### config.mk
export PLATFORM = sky130hd
export DESIGN_NAME = bfs_sequencer
export DESIGN_NICKNAME = d
export VERILOG_FILES = /design/src/include/bfs_pkg.sv /design/src/rtl/bfs_sequencer.sv
export SDC_FILE = /design/constraint.sdc
export NUM_CORES = 1
export LEC_CHECK = 0
export ABC_AREA = 1
export BUFFER_PORTS_ARGS = -buffer_cell sky130_fd_sc_hd__buf_4
export CAP_MARGIN = 20
export CORE_AREA = 2 2 82 84
export CTS_CLUSTER_SIZE = 8
export DETAILED_ROUTE_END_ITERATION = 8
export DIE_AREA = 0 0 84 86
export PLACE_DENSITY = 0.69
export SETUP_SLACK_MARGIN = 0.02
export SYNTH_ARGS = -nofsm -noshare
export SYNTH_HDL_FRONTEND = slang
export SYNTH_SLANG_ARGS = --single-unit
export TNS_END_PERCENT = 100
### constraint.sdc
create_clock -name clk -period 2.8 [get_ports clk]
set_input_delay 0.14 -clock clk [delete_from_list [all_inputs] [get_ports clk]]
set_output_delay 0.14 -clock clk [all_outputs]
set_load 0.1 [all_outputs]
### src/include/bfs_pkg.sv
// constants and types of the buck fault and soft-start sequencer
// What this block does
// - after lockout clears with enable high, feedback is tested for a short first
// - a shorted feedback network keeps the ramp held and switching off
// - enable input already reflects the internal pull-up, so open enable starts
// - ramp at regulation point means regulated; only undervoltage fault inhibited until arm point
// - ramp advances one step per oscillator cycle, so time scales with clock
// - lockout, or an enable fall outside the fault states, discharges the ramp and resets the controller
// - low side stays out of full synchronous mode until ramp reaches 95 percent
// - feedback under threshold 16 cycles latches fault, armed only after arm point
// - switch node high while low side on latches fault at once
// - overvoltage and high-side short checks stay armed through soft-start
// - over-temperature latches fault; restart only once temperature is low again
// - after fault enable is sunk to low threshold, then released to recharge
// - restart follows enable termination: low off, held high latched, open restarts
// - power good low out of regulation and never high before the arm point
// - high-side pulse ends when summed signal crosses current limit
// - high-side pulse ends when summed signal crosses error amplifier level
// - 16 consecutive current-limit cycles latch the fault
// - overcurrent may latch the fault during soft-start
package bfs_pkg;
  localparam int SS_W = 12;
  // ramp counts in cycles; ratio 0.8:0.76:1.0 of full scale
  localparam logic [SS_W-1:0] SS_REG_PT  = 12'h800;
  localparam logic [SS_W-1:0] SS_SYNC_PT = 12'h79a;
  localparam logic [SS_W-1:0] SS_ARM_PT  = 12'ha00;
  localparam int UV_CYCLES = 16;
  localparam int OV_CYCLES = 2;
  localparam int OC_CYCLES = 16;
  localparam logic [4:0] CNT_ONE = 5'h01;

  typedef enum {ST_OFF, ST_FB_TEST, ST_RAMP, ST_RUN, ST_FAULT_SINK, ST_FAULT_WAIT} bfs_state_t;

  typedef struct packed {
    logic supply_ok;
    logic enable_high;
    logic enable_low_thr;
    logic fb_short;
    logic fb_uv;
    logic fb_ov;
    logic fb_pg_window;
    logic switch_node_high;
    logic temp_hot;
    logic temp_cool;
    logic cur_limit_cross;
    logic err_amp_cross;
    logic clock_cycle_start;
  } bfs_in_t;

  typedef struct packed {
    logic high_side_on;
    logic low_side_sync;
    logic low_side_diode;
    logic enable_sink;
    logic power_good_out;
    logic fault_latched;
  } bfs_out_t;

  typedef struct packed {
    bfs_state_t    st;
    logic [SS_W-1:0] ramp;
    logic [4:0]    uv_cnt;
    logic [4:0]    ov_cnt;
    logic [4:0]    oc_cnt;
    logic          oc_hit;
    logic          en_prev;
    bfs_out_t      o;
  } bfs_reg_t;
endpackage

### src/rtl/bfs_sequencer.sv
// buck fault, soft-start and restart sequencer
`timescale 1ns/100ps
module bfs_sequencer (
  input  wire logic            clk,
  input  wire logic            srst,
  input  wire bfs_pkg::bfs_in_t  in_i,
  output bfs_pkg::bfs_out_t      out_o,
  output logic [bfs_pkg::SS_W-1:0] ramp_o
);
  bfs_pkg::bfs_reg_t s_q;
  bfs_pkg::bfs_reg_t s_d;
  logic armed;
  logic fault_now;
  logic pulse_end;

  // ------------------------------------------------------------
  // next state
  // ------------------------------------------------------------
  always_comb begin
    s_d = s_q;
    s_d.en_prev = in_i.enable_high;
    armed = (s_q.ramp >= bfs_pkg::SS_ARM_PT);
    pulse_end = in_i.cur_limit_cross | in_i.err_amp_cross;
    // uv filter only after arm point
    if (in_i.fb_uv && armed && s_q.uv_cnt < 5'(bfs_pkg::UV_CYCLES)) begin
      s_d.uv_cnt = s_q.uv_cnt + bfs_pkg::CNT_ONE;
    end else if (!in_i.fb_uv || !armed) begin
      s_d.uv_cnt = '0;
    end
    if (in_i.fb_ov && s_q.ov_cnt < 5'(bfs_pkg::OV_CYCLES)) begin
      s_d.ov_cnt = s_q.ov_cnt + bfs_pkg::CNT_ONE;
    end else if (!in_i.fb_ov) begin
      s_d.ov_cnt = '0;
    end
    // one overcurrent verdict per switching cycle, counted at cycle start
    if (in_i.cur_limit_cross) begin
      s_d.oc_hit = 1'b1;
    end
    if (in_i.clock_cycle_start) begin
      s_d.oc_hit = 1'b0;
      if (s_q.oc_hit && s_q.oc_cnt < 5'(bfs_pkg::OC_CYCLES)) begin
        s_d.oc_cnt = s_q.oc_cnt + bfs_pkg::CNT_ONE;
      end else if (!s_q.oc_hit) begin
        s_d.oc_cnt = '0;
      end
    end
    fault_now = (s_q.uv_cnt >= 5'(bfs_pkg::UV_CYCLES))
              | (s_q.ov_cnt >= 5'(bfs_pkg::OV_CYCLES))
              | (in_i.switch_node_high && s_q.o.low_side_sync)
              | in_i.temp_hot
              | (s_q.oc_cnt >= 5'(bfs_pkg::OC_CYCLES));
    case (s_q.st)
      bfs_pkg::ST_OFF: begin
        s_d.ramp = '0;
        if (in_i.supply_ok && in_i.enable_high) begin
          s_d.st = bfs_pkg::ST_FB_TEST;
        end
      end
      bfs_pkg::ST_FB_TEST: begin
        // shorted divider keeps ramp held indefinitely
        if (!in_i.fb_short) begin
          s_d.st = bfs_pkg::ST_RAMP;
        end
      end
      bfs_pkg::ST_RAMP: begin
        if (in_i.clock_cycle_start) begin
          s_d.ramp = s_q.ramp + 12'h001;
        end
        if (armed) begin
          s_d.st = bfs_pkg::ST_RUN;
        end
      end
      bfs_pkg::ST_RUN: begin
      end
      bfs_pkg::ST_FAULT_SINK: begin
        s_d.ramp = '0;
        // latched-off if enable is held high externally
        if (in_i.enable_low_thr && in_i.temp_cool) begin
          s_d.st = bfs_pkg::ST_FAULT_WAIT;
        end
      end
      bfs_pkg::ST_FAULT_WAIT: begin
        s_d.ramp = '0;
        if (in_i.enable_high) begin
          s_d.st = bfs_pkg::ST_FB_TEST;
        end
      end
      default: s_d.st = bfs_pkg::ST_OFF;
    endcase
    if ((s_q.st == bfs_pkg::ST_RAMP || s_q.st == bfs_pkg::ST_RUN) && fault_now) begin
      s_d.st = bfs_pkg::ST_FAULT_SINK;
      s_d.ramp = '0;
    end
    if (s_d.st == bfs_pkg::ST_FAULT_SINK || s_d.st == bfs_pkg::ST_FAULT_WAIT) begin
      s_d.uv_cnt = '0;
      s_d.ov_cnt = '0;
      s_d.oc_cnt = '0;
    end
    // lockout restarts everything, fault states included; an enable fall only outside the fault states
    if (!in_i.supply_ok || (s_q.en_prev && !in_i.enable_high &&
        s_q.st != bfs_pkg::ST_FAULT_SINK && s_q.st != bfs_pkg::ST_FAULT_WAIT)) begin
      s_d.st = bfs_pkg::ST_OFF;
      s_d.ramp = '0;
      s_d.uv_cnt = '0;
      s_d.ov_cnt = '0;
      s_d.oc_cnt = '0;
      s_d.oc_hit = 1'b0;
    end
    s_d.o.fault_latched = (s_d.st == bfs_pkg::ST_FAULT_SINK) || (s_d.st == bfs_pkg::ST_FAULT_WAIT);
    s_d.o.enable_sink = (s_d.st == bfs_pkg::ST_FAULT_SINK);
    // pulse set at cycle start, cut by either comparator
    if ((s_d.st == bfs_pkg::ST_RAMP || s_d.st == bfs_pkg::ST_RUN) && !fault_now) begin
      if (pulse_end) begin
        s_d.o.high_side_on = 1'b0;
      end else if (in_i.clock_cycle_start) begin
        s_d.o.high_side_on = 1'b1;
      end
      s_d.o.low_side_sync = (s_d.ramp >= bfs_pkg::SS_SYNC_PT) && !s_d.o.high_side_on;
      s_d.o.low_side_diode = !s_d.o.high_side_on;
    end else begin
      s_d.o.high_side_on = 1'b0;
      s_d.o.low_side_sync = 1'b0;
      s_d.o.low_side_diode = 1'b0;
    end
    s_d.o.power_good_out = (s_d.st == bfs_pkg::ST_RUN) && in_i.fb_pg_window
                           && (s_d.ramp >= bfs_pkg::SS_ARM_PT);
  end

  // ------------------------------------------------------------
  // state register
  // ------------------------------------------------------------
  always_ff @(posedge clk) begin
    if (srst) begin
      s_q <= '{st: bfs_pkg::ST_OFF, default: '0};
    end else begin
      s_q <= s_d;
    end
  end

  assign out_o  = s_q.o;
  assign ramp_o = s_q.ramp;

  // ------------------------------------------------------------
  // assertions
  // ------------------------------------------------------------
  property p_pg_after_arm;
    @(posedge clk) disable iff (srst) s_q.o.power_good_out |-> s_q.ramp >= bfs_pkg::SS_ARM_PT;
  endproperty
  a_pg_after_arm: assert property (p_pg_after_arm) else $error("power good before arm point");

  property p_fault_drives_off;
    @(posedge clk) disable iff (srst)
      s_q.o.fault_latched |-> !s_q.o.high_side_on && !s_q.o.low_side_sync && s_q.ramp == '0;
  endproperty
  a_fault_drives_off: assert property (p_fault_drives_off) else $error("drive active in fault");

  property p_sync_gate;
    @(posedge clk) disable iff (srst) s_q.o.low_side_sync |-> s_q.ramp >= bfs_pkg::SS_SYNC_PT;
  endproperty
  a_sync_gate: assert property (p_sync_gate) else $error("sync low side too early");

  property p_short_holds;
    @(posedge clk) disable iff (srst)
      (s_q.st == bfs_pkg::ST_FB_TEST && in_i.fb_short && in_i.supply_ok) |=> s_q.ramp == '0 && !s_q.o.high_side_on;
  endproperty
  a_short_holds: assert property (p_short_holds) else $error("ramp released on short");

  property p_ov_fault;
    @(posedge clk) disable iff (srst)
      ((s_q.st == bfs_pkg::ST_RAMP || s_q.st == bfs_pkg::ST_RUN) && in_i.supply_ok && in_i.enable_high
       && in_i.fb_ov) [*3]
      |=> s_q.o.fault_latched || !in_i.supply_ok;
  endproperty
  a_ov_fault: assert property (p_ov_fault) else $error("overvoltage not latched");

  property p_hs_short;
    @(posedge clk) disable iff (srst)
      ((s_q.st == bfs_pkg::ST_RAMP || s_q.st == bfs_pkg::ST_RUN) && s_q.o.low_side_sync
       && in_i.switch_node_high && in_i.supply_ok && in_i.enable_high)
      |=> s_q.o.fault_latched;
  endproperty
  a_hs_short: assert property (p_hs_short) else $error("high side short missed");

  property p_lockout_reset;
    @(posedge clk) disable iff (srst) !in_i.supply_ok |=> s_q.st == bfs_pkg::ST_OFF && s_q.ramp == '0;
  endproperty
  a_lockout_reset: assert property (p_lockout_reset) else $error("lockout did not reset");

  property p_uv_disarmed;
    @(posedge clk) disable iff (srst) (s_q.ramp < bfs_pkg::SS_ARM_PT) |-> s_q.uv_cnt == '0;
  endproperty
  a_uv_disarmed: assert property (p_uv_disarmed) else $error("uv counted before arm point");

  property p_ramp_step;
    @(posedge clk) disable iff (srst)
      (s_q.st == bfs_pkg::ST_RAMP && !in_i.clock_cycle_start) |=> s_q.ramp <= $past(s_q.ramp);
  endproperty
  a_ramp_step: assert property (p_ramp_step) else $error("ramp moved without clock cycle");

  c_run: cover property (@(posedge clk) s_q.st == bfs_pkg::ST_RUN && s_q.o.power_good_out);
  c_fault: cover property (@(posedge clk) s_q.st == bfs_pkg::ST_FAULT_SINK);
  c_restart: cover property (@(posedge clk) s_q.st == bfs_pkg::ST_FAULT_WAIT ##1 s_q.st == bfs_pkg::ST_FB_TEST);
  c_sync: cover property (@(posedge clk) s_q.o.low_side_sync);
  c_ov: cover property (@(posedge clk) s_q.ov_cnt == 5'(bfs_pkg::OV_CYCLES));

  // ------------------------------------------------------------
  // sequencing and restart checks
  // ------------------------------------------------------------
  property p_fb_test_first;
    @(posedge clk) disable iff (srst)
      s_q.st == bfs_pkg::ST_OFF |=> s_q.st != bfs_pkg::ST_RAMP;
  endproperty
  a_fb_test_first: assert property (p_fb_test_first) else $error("ramp began without feedback test");

  property p_short_stays;
    @(posedge clk) disable iff (srst)
      (s_q.st == bfs_pkg::ST_FB_TEST && in_i.fb_short && in_i.supply_ok && in_i.enable_high)
      |=> s_q.st == bfs_pkg::ST_FB_TEST;
  endproperty
  a_short_stays: assert property (p_short_stays) else $error("left feedback test on short");

  property p_open_enable_starts;
    @(posedge clk) disable iff (srst)
      (s_q.st == bfs_pkg::ST_OFF && in_i.supply_ok && in_i.enable_high) |=> s_q.st == bfs_pkg::ST_FB_TEST;
  endproperty
  a_open_enable_starts: assert property (p_open_enable_starts) else $error("no start with enable high");

  property p_run_at_arm;
    @(posedge clk) disable iff (srst)
      (s_q.st == bfs_pkg::ST_RAMP && armed && in_i.supply_ok && in_i.enable_high && !fault_now)
      |=> s_q.st == bfs_pkg::ST_RUN;
  endproperty
  a_run_at_arm: assert property (p_run_at_arm) else $error("run not entered at arm point");

  property p_ramp_moves;
    @(posedge clk) disable iff (srst)
      (s_q.st == bfs_pkg::ST_RAMP && in_i.clock_cycle_start && in_i.supply_ok && in_i.enable_high
       && !fault_now && !armed) |=> s_q.ramp == $past(s_q.ramp) + 12'h001;
  endproperty
  a_ramp_moves: assert property (p_ramp_moves) else $error("ramp did not step on cycle start");

  property p_enable_fall_resets;
    @(posedge clk) disable iff (srst)
      (s_q.en_prev && !in_i.enable_high && (s_q.st == bfs_pkg::ST_FB_TEST || s_q.st == bfs_pkg::ST_RAMP
       || s_q.st == bfs_pkg::ST_RUN)) |=> s_q.st == bfs_pkg::ST_OFF && s_q.ramp == '0;
  endproperty
  a_enable_fall_resets: assert property (p_enable_fall_resets) else $error("enable fall did not reset");

  property p_sync_hs_off;
    @(posedge clk) disable iff (srst)
      s_q.o.low_side_sync |-> !s_q.o.high_side_on;
  endproperty
  a_sync_hs_off: assert property (p_sync_hs_off) else $error("both switches on");

  property p_uv_fault;
    @(posedge clk) disable iff (srst)
      (s_q.uv_cnt >= 5'(bfs_pkg::UV_CYCLES) && (s_q.st == bfs_pkg::ST_RAMP || s_q.st == bfs_pkg::ST_RUN)
       && in_i.supply_ok && in_i.enable_high) |=> s_q.o.fault_latched;
  endproperty
  a_uv_fault: assert property (p_uv_fault) else $error("undervoltage not latched");

  property p_ov_saturates;
    @(posedge clk) disable iff (srst)
      1'b1 |-> s_q.ov_cnt <= 5'(bfs_pkg::OV_CYCLES);
  endproperty
  a_ov_saturates: assert property (p_ov_saturates) else $error("overvoltage count overran");

  property p_hot_fault;
    @(posedge clk) disable iff (srst)
      (in_i.temp_hot && (s_q.st == bfs_pkg::ST_RAMP || s_q.st == bfs_pkg::ST_RUN)
       && in_i.supply_ok && in_i.enable_high) |=> s_q.o.fault_latched;
  endproperty
  a_hot_fault: assert property (p_hot_fault) else $error("over-temperature not latched");

  property p_warm_holds;
    @(posedge clk) disable iff (srst)
      (s_q.st == bfs_pkg::ST_FAULT_SINK && !in_i.temp_cool && in_i.supply_ok)
      |=> s_q.st == bfs_pkg::ST_FAULT_SINK;
  endproperty
  a_warm_holds: assert property (p_warm_holds) else $error("restart while die warm");

  property p_sink_in_fault;
    @(posedge clk) disable iff (srst)
      s_q.o.enable_sink |-> s_q.st == bfs_pkg::ST_FAULT_SINK;
  endproperty
  a_sink_in_fault: assert property (p_sink_in_fault) else $error("enable sunk outside fault");

  property p_wait_restart;
    @(posedge clk) disable iff (srst)
      (s_q.st == bfs_pkg::ST_FAULT_WAIT && in_i.enable_high && in_i.supply_ok)
      |=> s_q.st == bfs_pkg::ST_FB_TEST;
  endproperty
  a_wait_restart: assert property (p_wait_restart) else $error("no restart on enable rise");

  property p_sink_until_low;
    @(posedge clk) disable iff (srst)
      (s_q.st == bfs_pkg::ST_FAULT_SINK && !in_i.enable_low_thr && in_i.supply_ok)
      |=> s_q.st == bfs_pkg::ST_FAULT_SINK && s_q.o.enable_sink;
  endproperty
  a_sink_until_low: assert property (p_sink_until_low) else $error("sink released early");

  property p_pg_low_outside;
    @(posedge clk) disable iff (srst)
      !in_i.fb_pg_window |=> !s_q.o.power_good_out;
  endproperty
  a_pg_low_outside: assert property (p_pg_low_outside) else $error("power good out of regulation");

  property p_pulse_cut;
    @(posedge clk) disable iff (srst)
      pulse_end |=> !s_q.o.high_side_on;
  endproperty
  a_pulse_cut: assert property (p_pulse_cut) else $error("high side pulse not cut");

  property p_oc_fault;
    @(posedge clk) disable iff (srst)
      (s_q.oc_cnt >= 5'(bfs_pkg::OC_CYCLES) && (s_q.st == bfs_pkg::ST_RAMP || s_q.st == bfs_pkg::ST_RUN)
       && in_i.supply_ok && in_i.enable_high) |=> s_q.o.fault_latched;
  endproperty
  a_oc_fault: assert property (p_oc_fault) else $error("overcurrent not latched");

  property p_idle_no_drive;
    @(posedge clk) disable iff (srst)
      (s_q.st == bfs_pkg::ST_OFF || s_q.st == bfs_pkg::ST_FB_TEST)
      |-> !s_q.o.high_side_on && !s_q.o.low_side_sync;
  endproperty
  a_idle_no_drive: assert property (p_idle_no_drive) else $error("drive active before ramp");
endmodule

==> results of run 1 <==
-- registers in the layout, summed over array words and instances, names as in the netlist --
signal and count:
out_o 6, s_q 49, ramp_o 12
-- tightest hold or removal path, cell delays in order --
cell	delay, ns
buf_4	0.11
nand2_1	0.07
nor3b_2	0.04
-- cell families after synthesis --
logic type	synth area share, %
simple gates	33.45
other cells	0.1261
fa+ha+maj	2.945
buf+inv	11.27
flops	45.10
compound gates	5.343
xor+xnor	1.767
-- per-stage QoR --
stage / power [mW] / instance area [um2] / hold slack (ns) / utilization [%]
floorplan: 1.047 / 3079 / 0.2649 / -
global placement: 1.073 / 3262 / 0.3957 / 51.96
detailed placement: 1.075 / 3262 / 0.3977 / 51.96
CTS: 1.971 / 3486 / 0.02922 / 55.53
global route: 2.021 / 3486 / 0.02388 / 55.53
finish: 1.945 / 3486 / 0.04286 / 55.53
-- routing by layer --
metal	wire length (um)	GRT usage, %	up-vias
li1	-	-	1257
met2	2599	26.11	57
met4	125	8.944	0
met5	0	0	-
met1	2488	18.72	1054
met3	292	5.486	14
-- area by class of cell --
cell class                      count  area [um2]
Fill cell                         582        2791
Inverter                           48       181.4
Clock inverter                      7       100.1
Sequential cell                    67        1341
Tap cell                           77       96.34
Timing Repair Buffer               32       240.2
Multi-Input combinational cell    269        1403
Clock buffer                        9       123.9
-- how the worst max path moves through the flow --
stage	start	end	slack (ns)	depth (start not counted)
CTS	s_q[36]	out_o[4]	0.73	14
global placement	s_q[36]	out_o[4]	0.79	14
finish	s_q[36]	out_o[4]	0.72	14
detailed placement	s_q[36]	out_o[4]	0.75	14
floorplan	s_q[13]	out_o[4]	1.13	13
global route	s_q[36]	out_o[4]	0.49	14
-- synthesized netlist by cell type --
library cell	number	area [um2]
nand3_4	1	17.52
dfxtp_1	67	1341
a21oi_1	18	90.09
nor2_8	1	20.02
conb_1	1	3.750
buf_4	19	142.6
a32oi_1	1	8.760
nor2_4	4	45.04
o21ai_0	4	20.02
nand3b_1	4	30.03
nor3b_2	1	12.51
clkinv_2	1	5.000
nand3_1	18	90.09
and2_1	1	6.260
xor2_1	5	43.79
clkbuf_1	3	11.26
nand2_4	2	22.52
clkinv_1	1	3.750
nor3_1	9	45.04
nor2_1	58	217.7
or2_2	1	6.260
inv_2	6	22.52
a22oi_1	1	7.510
nor4_2	1	12.51
inv_1	40	150.1
nor4_1	3	18.77
o21ai_2	1	8.760
and3_1	1	6.260
nand3_2	5	50.05
a21oi_2	1	8.760
nor2_2	7	43.79
ha_1	7	87.58
nand2_2	4	25.02
xnor2_1	1	8.760
a31oi_1	1	6.260
nand2_1	65	244.0
nand4_1	13	81.33
o2111ai_1	1	8.760
-- report_power, final --
group / internal (mW) / switching (mW)
logic: 0.0260 / 0.0435
registers: 0.977 / 0.00712
clock network: 0.508 / 0.384
total: 1.51 / 0.434
==> summary.txt, run 1 <==
Clock network
  – Clock transition at the registers of the reported paths: around 0.080 ns
  – Root Buffer: clkbuf_8
  – Cts hold-fix bufs: 0
  – Clock Latency Late Sink: around 0.35 ns
  – Cts repair resizes: 0
  – H-Tree Depth: 3
  – CTS buffer count: 9
  – CTS tree: yes
  – # Post-CTS Setup Buffers: 0
  – Clk sinks: 67
  – Max clock buf depth: 2

Hold path
  – Hold WC Path Type: input port to flip-flop
  – Hold-critical path depth: 3
  – Hold Crit Endpoint: out_o[1]
  – Worst Hold Launch: in_i[6]

Critical path
  – Crit end category: flip-flop
  – Reg2reg path depth: 14
  – Crit path max fanout: 13
  – R2R Path Start: s_q[36]
  – CP peak stage delay: 0.43 ns
  – CP delay by family, top: simple AND/OR/NAND/NOR gates
  – CP max-delay cell: nor2_2
  – Type of origin of the critical path: flip-flop
  – Data required time of the worst path: 3.05 ns
  – CP cell instances: inv_1 > nor2_1 > and2_1 > nand3_2 > nor2_2 > o21ai_2 > nand3_4 > clkinv_2 > nand2_2 > nor2_1 > nand2_1 > nand2_1 > nand2_1 > a21oi_2
  – Path type of the worst setup path: flip-flop to flip-flop
  – Worst path bufs/invs: 2
  – Flop2flop setup slack: approximately 0.72 ns
  – Crit path arrival time: about 2.3 ns
  – Most used cell, CP: nand2_1
  – Worst flop-to-flop path endpoint: out_o[4]

Floorplanning
  – Die Span X: 84 um
  – Full die area: roughly 0.0072 mm2
  – Boundary Pins: 33
  – Initial core utilization: a little under half
  – Core Rows: 29
  – CORE AREA: 0.006277 mm2
  – Die H: 86 um

Timing
  – Setup tns final: 0 ns
  – Fin worst setup slack: slightly above 0.7 ns
  – Final Max Tran Viols: 0
  – RSZ-0062 raised after global routing: false
  – Crit share post-route: between 70 and 80%
  – Relative slew margins: between 60% and 70%
  – Final min period: roughly 2.1 ns
  – Peak Freq: roughly 0.48 GHz
  – Final setup fails: 0
  – Clk_skew: 0.01022 ns
  – Final Hold Violating Endpoints: 0
  – Worst-Margin Slew: about 0.53 ns

Detailed routing
  – Via-to-Cell Ratio: 4.680
  – Post-route ant nets: 0
  – Vias: 2382
  – Final WL: 5.505 mm
  – Initial DRC Count: 104
  – Remaining DRCs: 0
  – First-pass DRT Iterations: 4
  – Avg WL per Cell: between 10 and 15 um

Layout
  – Area grow syn2layout: 17.21%
  – Commonest non-fill, non-tap cell in the layout: dfxtp_1
  – N_diodes: 0
  – Post-Layout Cell Count: 509
  – Share of layout cells above drive strength 1: 19.44%
  – Most frequent cells in the layout: 67 x dfxtp_1, 65 x nand2_1, 58 x nor2_1, 40 x inv_1, 32 x buf_4
  – Nets: ~450

Synthesis
  – Syn. warnings: 0
  – Register bit count reported by yosys: 67
  – Post-synthesis cell area: 0.002974 mm2
  – Synth Area per Inst: just under 8 um2
  – Sequential area share after synthesis: 45.10%
  – Synthesized instance count: 378
  – Post-synth cell types: 38

Global route
  – Remaining global-route overflow: 0
  – Vias in the first global route: ~2200
  – Total Routing Usage GR: ~16%
  – Initial antenna violation count: 0
  – First-pass GRT wire length: about 9.1 mm
  – Largest net degree at the start of global routing: 18

Placed design
  – Setup WS pre-CTS: roughly 0.75 ns
  – Placer congestion estimate: 0.8849
  – Post-DP HPWL: between 4 and 5 mm
  – Placed Cells: between 400 and 500
  – Port bufs: 32

Power and ir drop
  – IR drop worst, VDD: around 0.42 mV
  – Lkg Pwr: 1.521 nW
  – Pwr/cell area: approximately 560 mW/mm2

Run status
  – Status: complete, no violations

Run
  – Max_cap viols: 0
Power figures use the tool's default switching activity.
==> inputs of run 2 (changes only) <==
--- a/config.mk
+++ b/config.mk
@@ -5,14 +5,14 @@
 export SDC_FILE = /design/constraint.sdc
 export NUM_CORES = 1
 export LEC_CHECK = 0
-export ABC_AREA = 1
+export ABC_AREA = 0
 export BUFFER_PORTS_ARGS = -buffer_cell sky130_fd_sc_hd__buf_4
 export CAP_MARGIN = 20
-export CORE_AREA = 2 2 82 84
+export CORE_AREA = 2 2 79 81
 export CTS_CLUSTER_SIZE = 8
 export DETAILED_ROUTE_END_ITERATION = 8
-export DIE_AREA = 0 0 84 86
-export PLACE_DENSITY = 0.69
+export DIE_AREA = 0 0 81 83
+export PLACE_DENSITY = 0.72
 export SETUP_SLACK_MARGIN = 0.02
 export SYNTH_ARGS = -nofsm -noshare
 export SYNTH_HDL_FRONTEND = slang
==> constraint.sdc (replaced) <==
create_clock -name clk -period 1.8 [get_ports clk]
set_input_delay 0.09 -clock clk [delete_from_list [all_inputs] [get_ports clk]]
set_output_delay 0.09 -clock clk [all_outputs]
set_load 0.1 [all_outputs]
==> run 2 against run 1 <==
The flow now finishes with violations (negative setup slack). Synthesized cell count shrank 25%. Area after synthesis shrank 7.6%. Utilization grew 16 points. Count of clock-buffer cells in the layout is the same. Worst setup slack lost 1.2 ns. Sequential cell count is the same. First-iteration DRC count grew 15%. Global-route usage grew 4.1 points. Non-clock buffer count grew 61. Routed wire length grew 25%. Fmax shrank 7.0%.
==> summary.txt, run 2 <==
Hold path
  – Hold WC Path Type: input port to flip-flop (unchanged)
  – Worst Hold Launch: in_i[7] (was in_i[6])
  – Hold-critical path depth: 3 (unchanged)
  – Hold Crit Endpoint: s_q[13] (was out_o[1])

Placed design
  – Placed Area: 0.003442 mm2 (was 0.003262 mm2)
  – Post-DP HPWL: 4.357 mm (was 4.174 mm)
  – Setup WS pre-CTS: -0.4152 ns (was 0.7518 ns)
  – Placer congestion estimate: 0.8643 (was 0.8849)
  – Port bufs: 32 (unchanged)
  – Placed Cells: 439 (was 493)

Critical path
  – Path type of the worst setup path: flip-flop to flip-flop (unchanged)
  – CP cell instances: nor4_2 > nand4_4 > buf_6 > buf_6 > nor3_4 > nand4_1 > xnor2_2 > o31ai_2 > a211oi_2 (was inv_1 > nor2_1 > and2_1 > nand3_2 > nor2_2 > o21ai_2 > nand3_4 > clkinv_2 > nand2_2 > nor2_1 > nand2_1 > nand2_1 > nand2_1 > a21oi_2)
  – Flop2flop setup slack: -0.44 ns (was 0.72 ns)
  – Crit path max fanout: 6 (was 13)
  – CP peak stage delay: 0.36 ns (was 0.43 ns)
  – Crit end category: flip-flop (unchanged)
  – Crit path arrival time: 2.45 ns (was 2.33 ns)
  – Most used cell, CP: buf_6 (was nand2_1)
  – Data required time of the worst path: 2.02 ns (was 3.05 ns)
  – R2R Path Start: s_q[65] (was s_q[36])
  – Worst flop-to-flop path endpoint: out_o[4] (unchanged)
  – CP max-delay cell: nor4_2 (was nor2_2)
  – Type of origin of the critical path: flip-flop (unchanged)
  – Reg2reg path depth: 9 (was 14)

Clock network
  – Max clock buf depth: 2 (unchanged)
  – CTS tree: yes (unchanged)
  – Clock Latency Late Sink: 0.35 ns (about the same)
  – CTS buffer count: 9 (unchanged)
  – Clock transition at the registers of the reported paths: 0.08 ns (about the same)
  – H-Tree Depth: 3 (unchanged)
  – Root Buffer: clkbuf_8 (unchanged)
  – Clk sinks: 67 (unchanged)

Timing
  – Fin worst setup slack: -0.4370 ns (was 0.7200 ns)
  – Final setup fails: 37 (was 0)
  – RSZ-0062 raised after global routing: true (was false)
  – Clk_skew: 0.009457 ns (was 0.01022 ns)
  – Final Hold Violating Endpoints: 0 (unchanged)
  – Relative slew margins: 65.37% (was 64.37%)
  – Final min period: 2.237 ns (was 2.080 ns)
  – Final Max Tran Viols: 0 (unchanged)
  – Worst-Margin Slew: 0.5155 ns (was 0.5339 ns)
  – Crit share post-route: 124.3% (was 74.29%)
  – Peak Freq: 0.4470 GHz (was 0.4808 GHz)

Power and ir drop
  – Lkg Pwr: 1.726 nW (was 1.521 nW)
  – IR drop worst, VDD: 0.5845 mV (was 0.4169 mV)
  – Pwr/cell area: 741.5 mW/mm2 (was 558.1 mW/mm2)

Synthesis
  – Ys async rst share: 0% (unchanged)
  – Number of synthesized flops with an enable pin: 0 (unchanged)
  – Sequential area share after synthesis: 48.82% (was 45.10%)
  – Post-synth top flop: dfxtp_1 (unchanged)
  – Synthesized instance count: 284 (was 378)
  – Syn. warnings: 0 (unchanged)
  – Most common library cells after synthesis: 67 x dfxtp_1, 30 x nor2_1, 24 x nand2_1 (was 67 x dfxtp_1, 65 x nand2_1, 58 x nor2_1)
  – Post-synth cell types: 54 (was 38)
  – Area contributors post-synth: dfxtp_1 49%, buf_4 4.9%, nor2_1 4.1% (was dfxtp_1 45%, nand2_1 8.2%, nor2_1 7.3%)
  – Register bit count reported by yosys: 67 (unchanged)
  – Synth Area per Inst: 9.675 um2 (was 7.868 um2)
  – Post-synthesis cell area: 0.002748 mm2 (was 0.002974 mm2)
  – Count leader, synth: dfxtp_1 (unchanged)
  – Top cell type's share of synthesized area: 48.82% (was 45.10%)
  – Cell accounting for the most synthesized area: dfxtp_1 (unchanged)

Layout
  – Area grow syn2layout: 51.32% (was 17.21%)
  – Cell area after layout: 0.004158 mm2 (was 0.003486 mm2)
  – Area occupied by multi-input gates: 0.001688 mm2 (was 0.001403 mm2)
  – Post-Layout Cell Count: 471 (was 509)
  – Register Area: 0.001349 mm2 (was 0.001341 mm2)
  – Largest Register: s_q (unchanged)
  – N_diodes: 0 (unchanged)
  – Commonest non-fill, non-tap cell in the layout: buf_4 (was dfxtp_1)
  – Share of layout cells above drive strength 1: 44.44% (was 19.44%)
  – Max reg flops: 49 (unchanged)
  – Fillers: 413 (was 582)
  – Nets: 413 (was 449)
  – Most frequent cells in the layout: 74 x buf_4, 61 x dfxtp_1, 29 x conb_1, 23 x nor2_1, 18 x nand2_1 (was 67 x dfxtp_1, 65 x nand2_1, 58 x nor2_1, 40 x inv_1, 32 x buf_4)

Detailed routing
  – Final WL: 6.862 mm (was 5.505 mm)
  – Initial DRC Count: 120 (was 104)
  – Avg WL per Cell: 14.57 um (was 10.82 um)
  – Via-to-Cell Ratio: 5.051 (was 4.680)
  – Remaining DRCs: 0 (unchanged)
  – Post-route ant nets: 0 (unchanged)
  – Vias: 2379 (was 2382)
  – First-pass DRT Iterations: 5 (was 4)

Global route
  – Largest net degree at the start of global routing: 14 (was 18)
  – First-pass GRT wire length: 10.32 mm (was 9.128 mm)
  – Initial antenna violation count: 0 (unchanged)
  – Vias in the first global route: 2248 (was 2162)
  – Remaining global-route overflow: 0 (unchanged)
  – Total Routing Usage GR: 20.17% (was 16.09%)

Floorplanning
  – CORE AREA: 0.005816 mm2 (was 0.006277 mm2)
  – Core Rows: 28 (was 29)
  – Die Span X: 81 um (was 84 um)
  – Initial core utilization: 47.25% (was 47.38%)
  – Boundary Pins: 33 (unchanged)
  – Full die area: 0.006723 mm2 (was 0.007224 mm2)
  – Die H: 83 um (was 86 um)

Run status
  – Status: complete, but fails checks (was complete, no violations)
  – Failing checks: negative setup slack

Run
  – Max_cap viols: 0 (unchanged)
-- run 2: changes by cell type in the layout (fill, tap and decap cells not counted), sizes merged, moves of 10 or more --
| cell | before | now |
|---|---|---|
| buf | 32 | 90 |
| nor2 | 70 | 30 |
| nand2 | 71 | 24 |
| inv | 48 | 12 |
| nor4 | 4 | 14 |
-- run 2: per-stage QoR --
step | utilization, % | hold slack [ns] | power [mW] | TNS (ns)
after detailed placement | 59.19 | 0.2852 | 1.676 | -8.808
after global placement | 59.19 | 0.2832 | 1.672 | -6.873
after CTS | 68.46 | 0.002775 | 3.083 | -6.928
after floorplan | - | 0.1567 | 1.619 | -0.9618
final | 71.49 | 0.01370 | 3.083 | -8.593
after global routing | 71.49 | 0.01928 | 3.203 | -12.18
-- run 2: cell type report --
class | count | area share [%]
clock inverters | 7 | 2.407
inverters | 10 | 0.9028
clock buffers | 9 | 2.979
repair buffers | 93 | 18.42
well taps | 75 | 2.257
multi-input cells | 210 | 40.60
flip-flops and latches | 67 | 32.44
-- run 2: critical path, delay by kind of cell, from the launching register on --
family	cells	cell delay (ns)
and+or+nand+nor	4	0.92
DFF	1	0.31
AOI/OAI and AO/OA	2	0.41
buffers and inverters	2	0.29
xor gates and xnor gates	1	0.20
-- run 2: cells by family (layout without fill, tap and decap cells) --
kind of cell	Yosys count	in the layout	synth area share, %
AO/OA/AOI/OAI	33	33	8.471
XOR/XNOR	13	13	4.144
adder cells (fa/ha/maj)	7	7	3.187
buffers and inverters	35	119	7.286
flip-flops	67	67	48.82
multiplexers	2	2	0.7286
other	1	29	0.1365
AND/OR/NAND/NOR	126	126	27.23
-- run 2: metal layers --
layer / vias up / global-route usage, % / share of wire [%]
li1: 1168 / - / -
met1: 1142 / 23.91 / 42
met2: 58 / 32.68 / 52
met3: 11 / 6.087 / 4.3
met4: 0 / 9.861 / 1.7
met5: - / 0 / 0
-- run 2: worst max-delay path by stage --
stage	depth (start not counted)	endpoint	start
detailed placement	8	out_o[4]	s_q[43]
floorplan	8	out_o[4]	s_q[42]
CTS	8	out_o[1]	s_q[57]
finish	9	out_o[4]	s_q[65]
global placement	8	out_o[4]	s_q[45]
global route	9	out_o[4]	s_q[58]
-- run 2: power breakdown --
part | switching [mW] | internal (mW)
combinational | 0.0717 | 0.0742
sequential | 0.0256 | 1.52
clock | 0.599 | 0.791
total | 0.697 | 2.39
-- run 2: timing repair --
item	4_1_cts	5_1_grt
endpoints found under the hold margin	4	0
endpoints found under the setup margin	37	37
resized for setup	47	37
pin swaps	35	25
buffers inserted	10	9
hold buffers	3	0
==> inputs of run 3 (changes only) <==
--- a/config.mk
+++ b/config.mk
@@ -13,7 +13,6 @@
 export DETAILED_ROUTE_END_ITERATION = 8
 export DIE_AREA = 0 0 81 83
 export PLACE_DENSITY = 0.72
-export SETUP_SLACK_MARGIN = 0.02
 export SYNTH_ARGS = -nofsm -noshare
 export SYNTH_HDL_FRONTEND = slang
 export SYNTH_SLANG_ARGS = --single-unit
==> run 3 against run 2 <==
The flow still finishes with violations (negative setup slack). Fmax grew 1.5%. Critical path depth shrank 1. Global-route usage shrank 0.29 points. Critical path type unchanged.
==> summary.txt, run 3 (synthesized netlist as in run 2, its figures left out) <==
Hold path
  – Worst Hold Launch: in_i[1] (was in_i[7])
  – Hold-critical path depth: 3 (unchanged)
  – Hold WC Path Type: input port to flip-flop (unchanged)

Critical path
  – Critical path startpoint: s_q[57] (was s_q[65])
  – Path type of the worst setup path: flip-flop to flip-flop (unchanged)
  – Data required time of the worst path: 2.06 ns (was 2.02 ns)
  – Type of origin of the critical path: flip-flop (unchanged)
  – Crit path arrival time: 2.47 ns (was 2.45 ns)
  – R2R Path Start: s_q[57] (was s_q[65])
  – Crit path max fanout: 7 (was 6)
  – Crit end category: flip-flop (unchanged)
  – Reg2reg path depth: 8 (was 9)

Global route
  – First-pass GRT wire length: 10.22 mm (was 10.32 mm)
  – Initial antenna violation count: 0 (unchanged)
  – Vias in the first global route: 2234 (was 2248)
  – Remaining global-route overflow: 0 (unchanged)
  – Total Routing Usage GR: 19.89% (was 20.17%)
  – Largest net degree at the start of global routing: 13 (was 14)

Layout
  – Most frequent cells in the layout: 76 x buf_4, 63 x dfxtp_1, 29 x conb_1, 26 x nor2_1, 20 x nand2_1 (was 74 x buf_4, 61 x dfxtp_1, 29 x conb_1, 23 x nor2_1, 18 x nand2_1)
  – Area grow syn2layout: 47.77% (was 51.32%)
  – N_diodes: 0 (unchanged)
  – Commonest non-fill, non-tap cell in the layout: buf_4 (unchanged)
  – Final core utilization: 69.82% (was 71.49%)
  – Nets: 410 (was 413)
  – Max reg flops: 49 (unchanged)
  – Fillers: 447 (was 413)
  – Largest Register: s_q (unchanged)
  – Share of layout cells above drive strength 1: 40.97% (was 44.44%)

Clock network
  – Clk sinks: 67 (unchanged)
  – CTS tree: yes (unchanged)
  – CTS buffer count: 9 (unchanged)
  – Max clock buf depth: 2 (unchanged)
  – Clock transition at the registers of the reported paths: 0.08 ns (about the same)
  – Root Buffer: clkbuf_8 (unchanged)
  – Clock Latency Late Sink: 0.35 ns (about the same)
  – H-Tree Depth: 3 (unchanged)

Power and ir drop
  – Internal: 2.238 mW (was 2.386 mW)
  – Total power: 2.911 mW (was 3.083 mW)
  – Pwr/cell area: 716.9 mW/mm2 (was 741.5 mW/mm2)
  – Lkg Pwr: 1.661 nW (was 1.726 nW)
  – Switching pwr: 673.0 uW (was 696.8 uW)
  – Sw Share: 23.12% (was 22.60%)
  – Logic pwr share: 4.5% (was 4.7%)
  – Share of power burned in registers: 53.2% (was 50.2%)
  – Clock group share of total power: 42.3% (was 45.1%)
  – IR drop worst, VDD: 0.5700 mV (was 0.5845 mV)

Timing
  – Final Max Tran Viols: 0 (unchanged)
  – Final min period: 2.205 ns (was 2.237 ns)
  – Fin worst setup slack: -0.4050 ns (was -0.4370 ns)
  – Final setup fails: 36 (was 37)
  – Clk_skew: 0.009366 ns (was 0.009457 ns)
  – Hold slack: 0.01980 ns (was 0.01370 ns)
  – Setup tns final: -9.201 ns (was -8.593 ns)
  – RSZ-0062 raised after global routing: true (unchanged)
  – Final Hold Violating Endpoints: 0 (unchanged)
  – Peak Freq: 0.4535 GHz (was 0.4470 GHz)
  – Crit share post-route: 122.5% (was 124.3%)

Detailed routing
  – Post-route ant nets: 0 (unchanged)
  – Vias: 2309 (was 2379)
  – Final WL: 6.370 mm (was 6.862 mm)
  – Remaining DRCs: 0 (unchanged)
  – Via-to-Cell Ratio: 4.934 (was 5.051)
  – Initial DRC Count: 129 (was 120)
  – First-pass DRT Iterations: 4 (was 5)
  – Avg WL per Cell: 13.61 um (was 14.57 um)

Placed design
  – Port bufs: 32 (unchanged)
  – Placer congestion estimate: 0.8390 (was 0.8643)
  – Post-DP HPWL: 4.170 mm (was 4.357 mm)

Run status
  – Failing checks: negative setup slack (unchanged)
  – Status: complete, but fails checks (unchanged)

Floorplanning
  – Die Span X: 81 um (unchanged)
  – Die H: 83 um (unchanged)
  – Boundary Pins: 33 (unchanged)
  – Initial core utilization: 47.25% (unchanged)
  – Full die area: 0.006723 mm2 (unchanged)
  – CORE AREA: 0.005816 mm2 (unchanged)
  – Core Rows: 28 (unchanged)

Run
  – Max_cap viols: 0 (unchanged)
[run 3: timing repair]
item | in CTS | in global routing
buffers inserted | 7 | 4
endpoints found under the setup margin | 37 | 37
endpoints found under the hold margin | 5 | 0
hold buffers | 3 | 0
resized for setup | 30 | 36
pin swaps | 20 | 29
[run 3: per-stage QoR]
stage	std cells	area, um2	worst slack, ns
4_1_cts	467	3879	-0.3376
5_1_grt	468	4060	-0.5014
3_3_place_gp	441	3450	-0.3266
3_5_place_dp	441	3450	-0.4284
2_1_floorplan	312	2934	-0.2030
6_report	468	4060	-0.4050
[run 3: critical path, cell delays in order (launching register included)]
cell	delay, ns
dfxtp_2	0.33
nor4_4	0.33
nand4_4	0.18
buf_6	0.15
or2_4	0.31
nor4_4	0.18
mux2i_1	0.29
o31ai_2	0.11
a211oi_2	0.23
[run 3: power by group through the flow]
| stage | Sequential, mW | Combinational [mW] | Clock [mW] |
|---|---|---|---|
| 6_report | 1.55 | 0.132 | 1.23 |
| 2_1_floorplan | 1.57 | 0.0471 | 0 |
| 5_1_grt | 1.55 | 0.146 | 1.33 |
| 3_3_place_gp | 1.57 | 0.102 | 0 |
| 4_1_cts | 1.54 | 0.114 | 1.26 |
| 3_5_place_dp | 1.57 | 0.103 | 0 |
[run 3: worst paths after layout]
check | to | slack [ns]
min reg2reg | s_q[16] | 0.51
max reg2reg | out_o[4] | -0.41
max | out_o[4] | -0.41
min | out_o[3] | 0.02
[run 3: routing by layer]
metal	up-vias	GRT usage (%)	part of all wire, %	wire, um
met4	0	11.09	2.1	136
met1	1079	24.74	45	2856
met2	54	30.58	48	3089
li1	1162	-	-	-
met3	14	5.543	4.5	288
met5	-	0	0	0
[run 3: final cells by class]
class	instances	area (um2)	area share, %
Timing Repair Buffer	90	724.4	17.84
Tap cell	75	93.84	2.311
Sequential cell	67	1346	33.16
Clock inverter	5	61.31	1.510
Clock buffer	11	131.4	3.236
Multi-Input combinational cell	210	1665	41.02
Inverter	10	37.54	0.9245
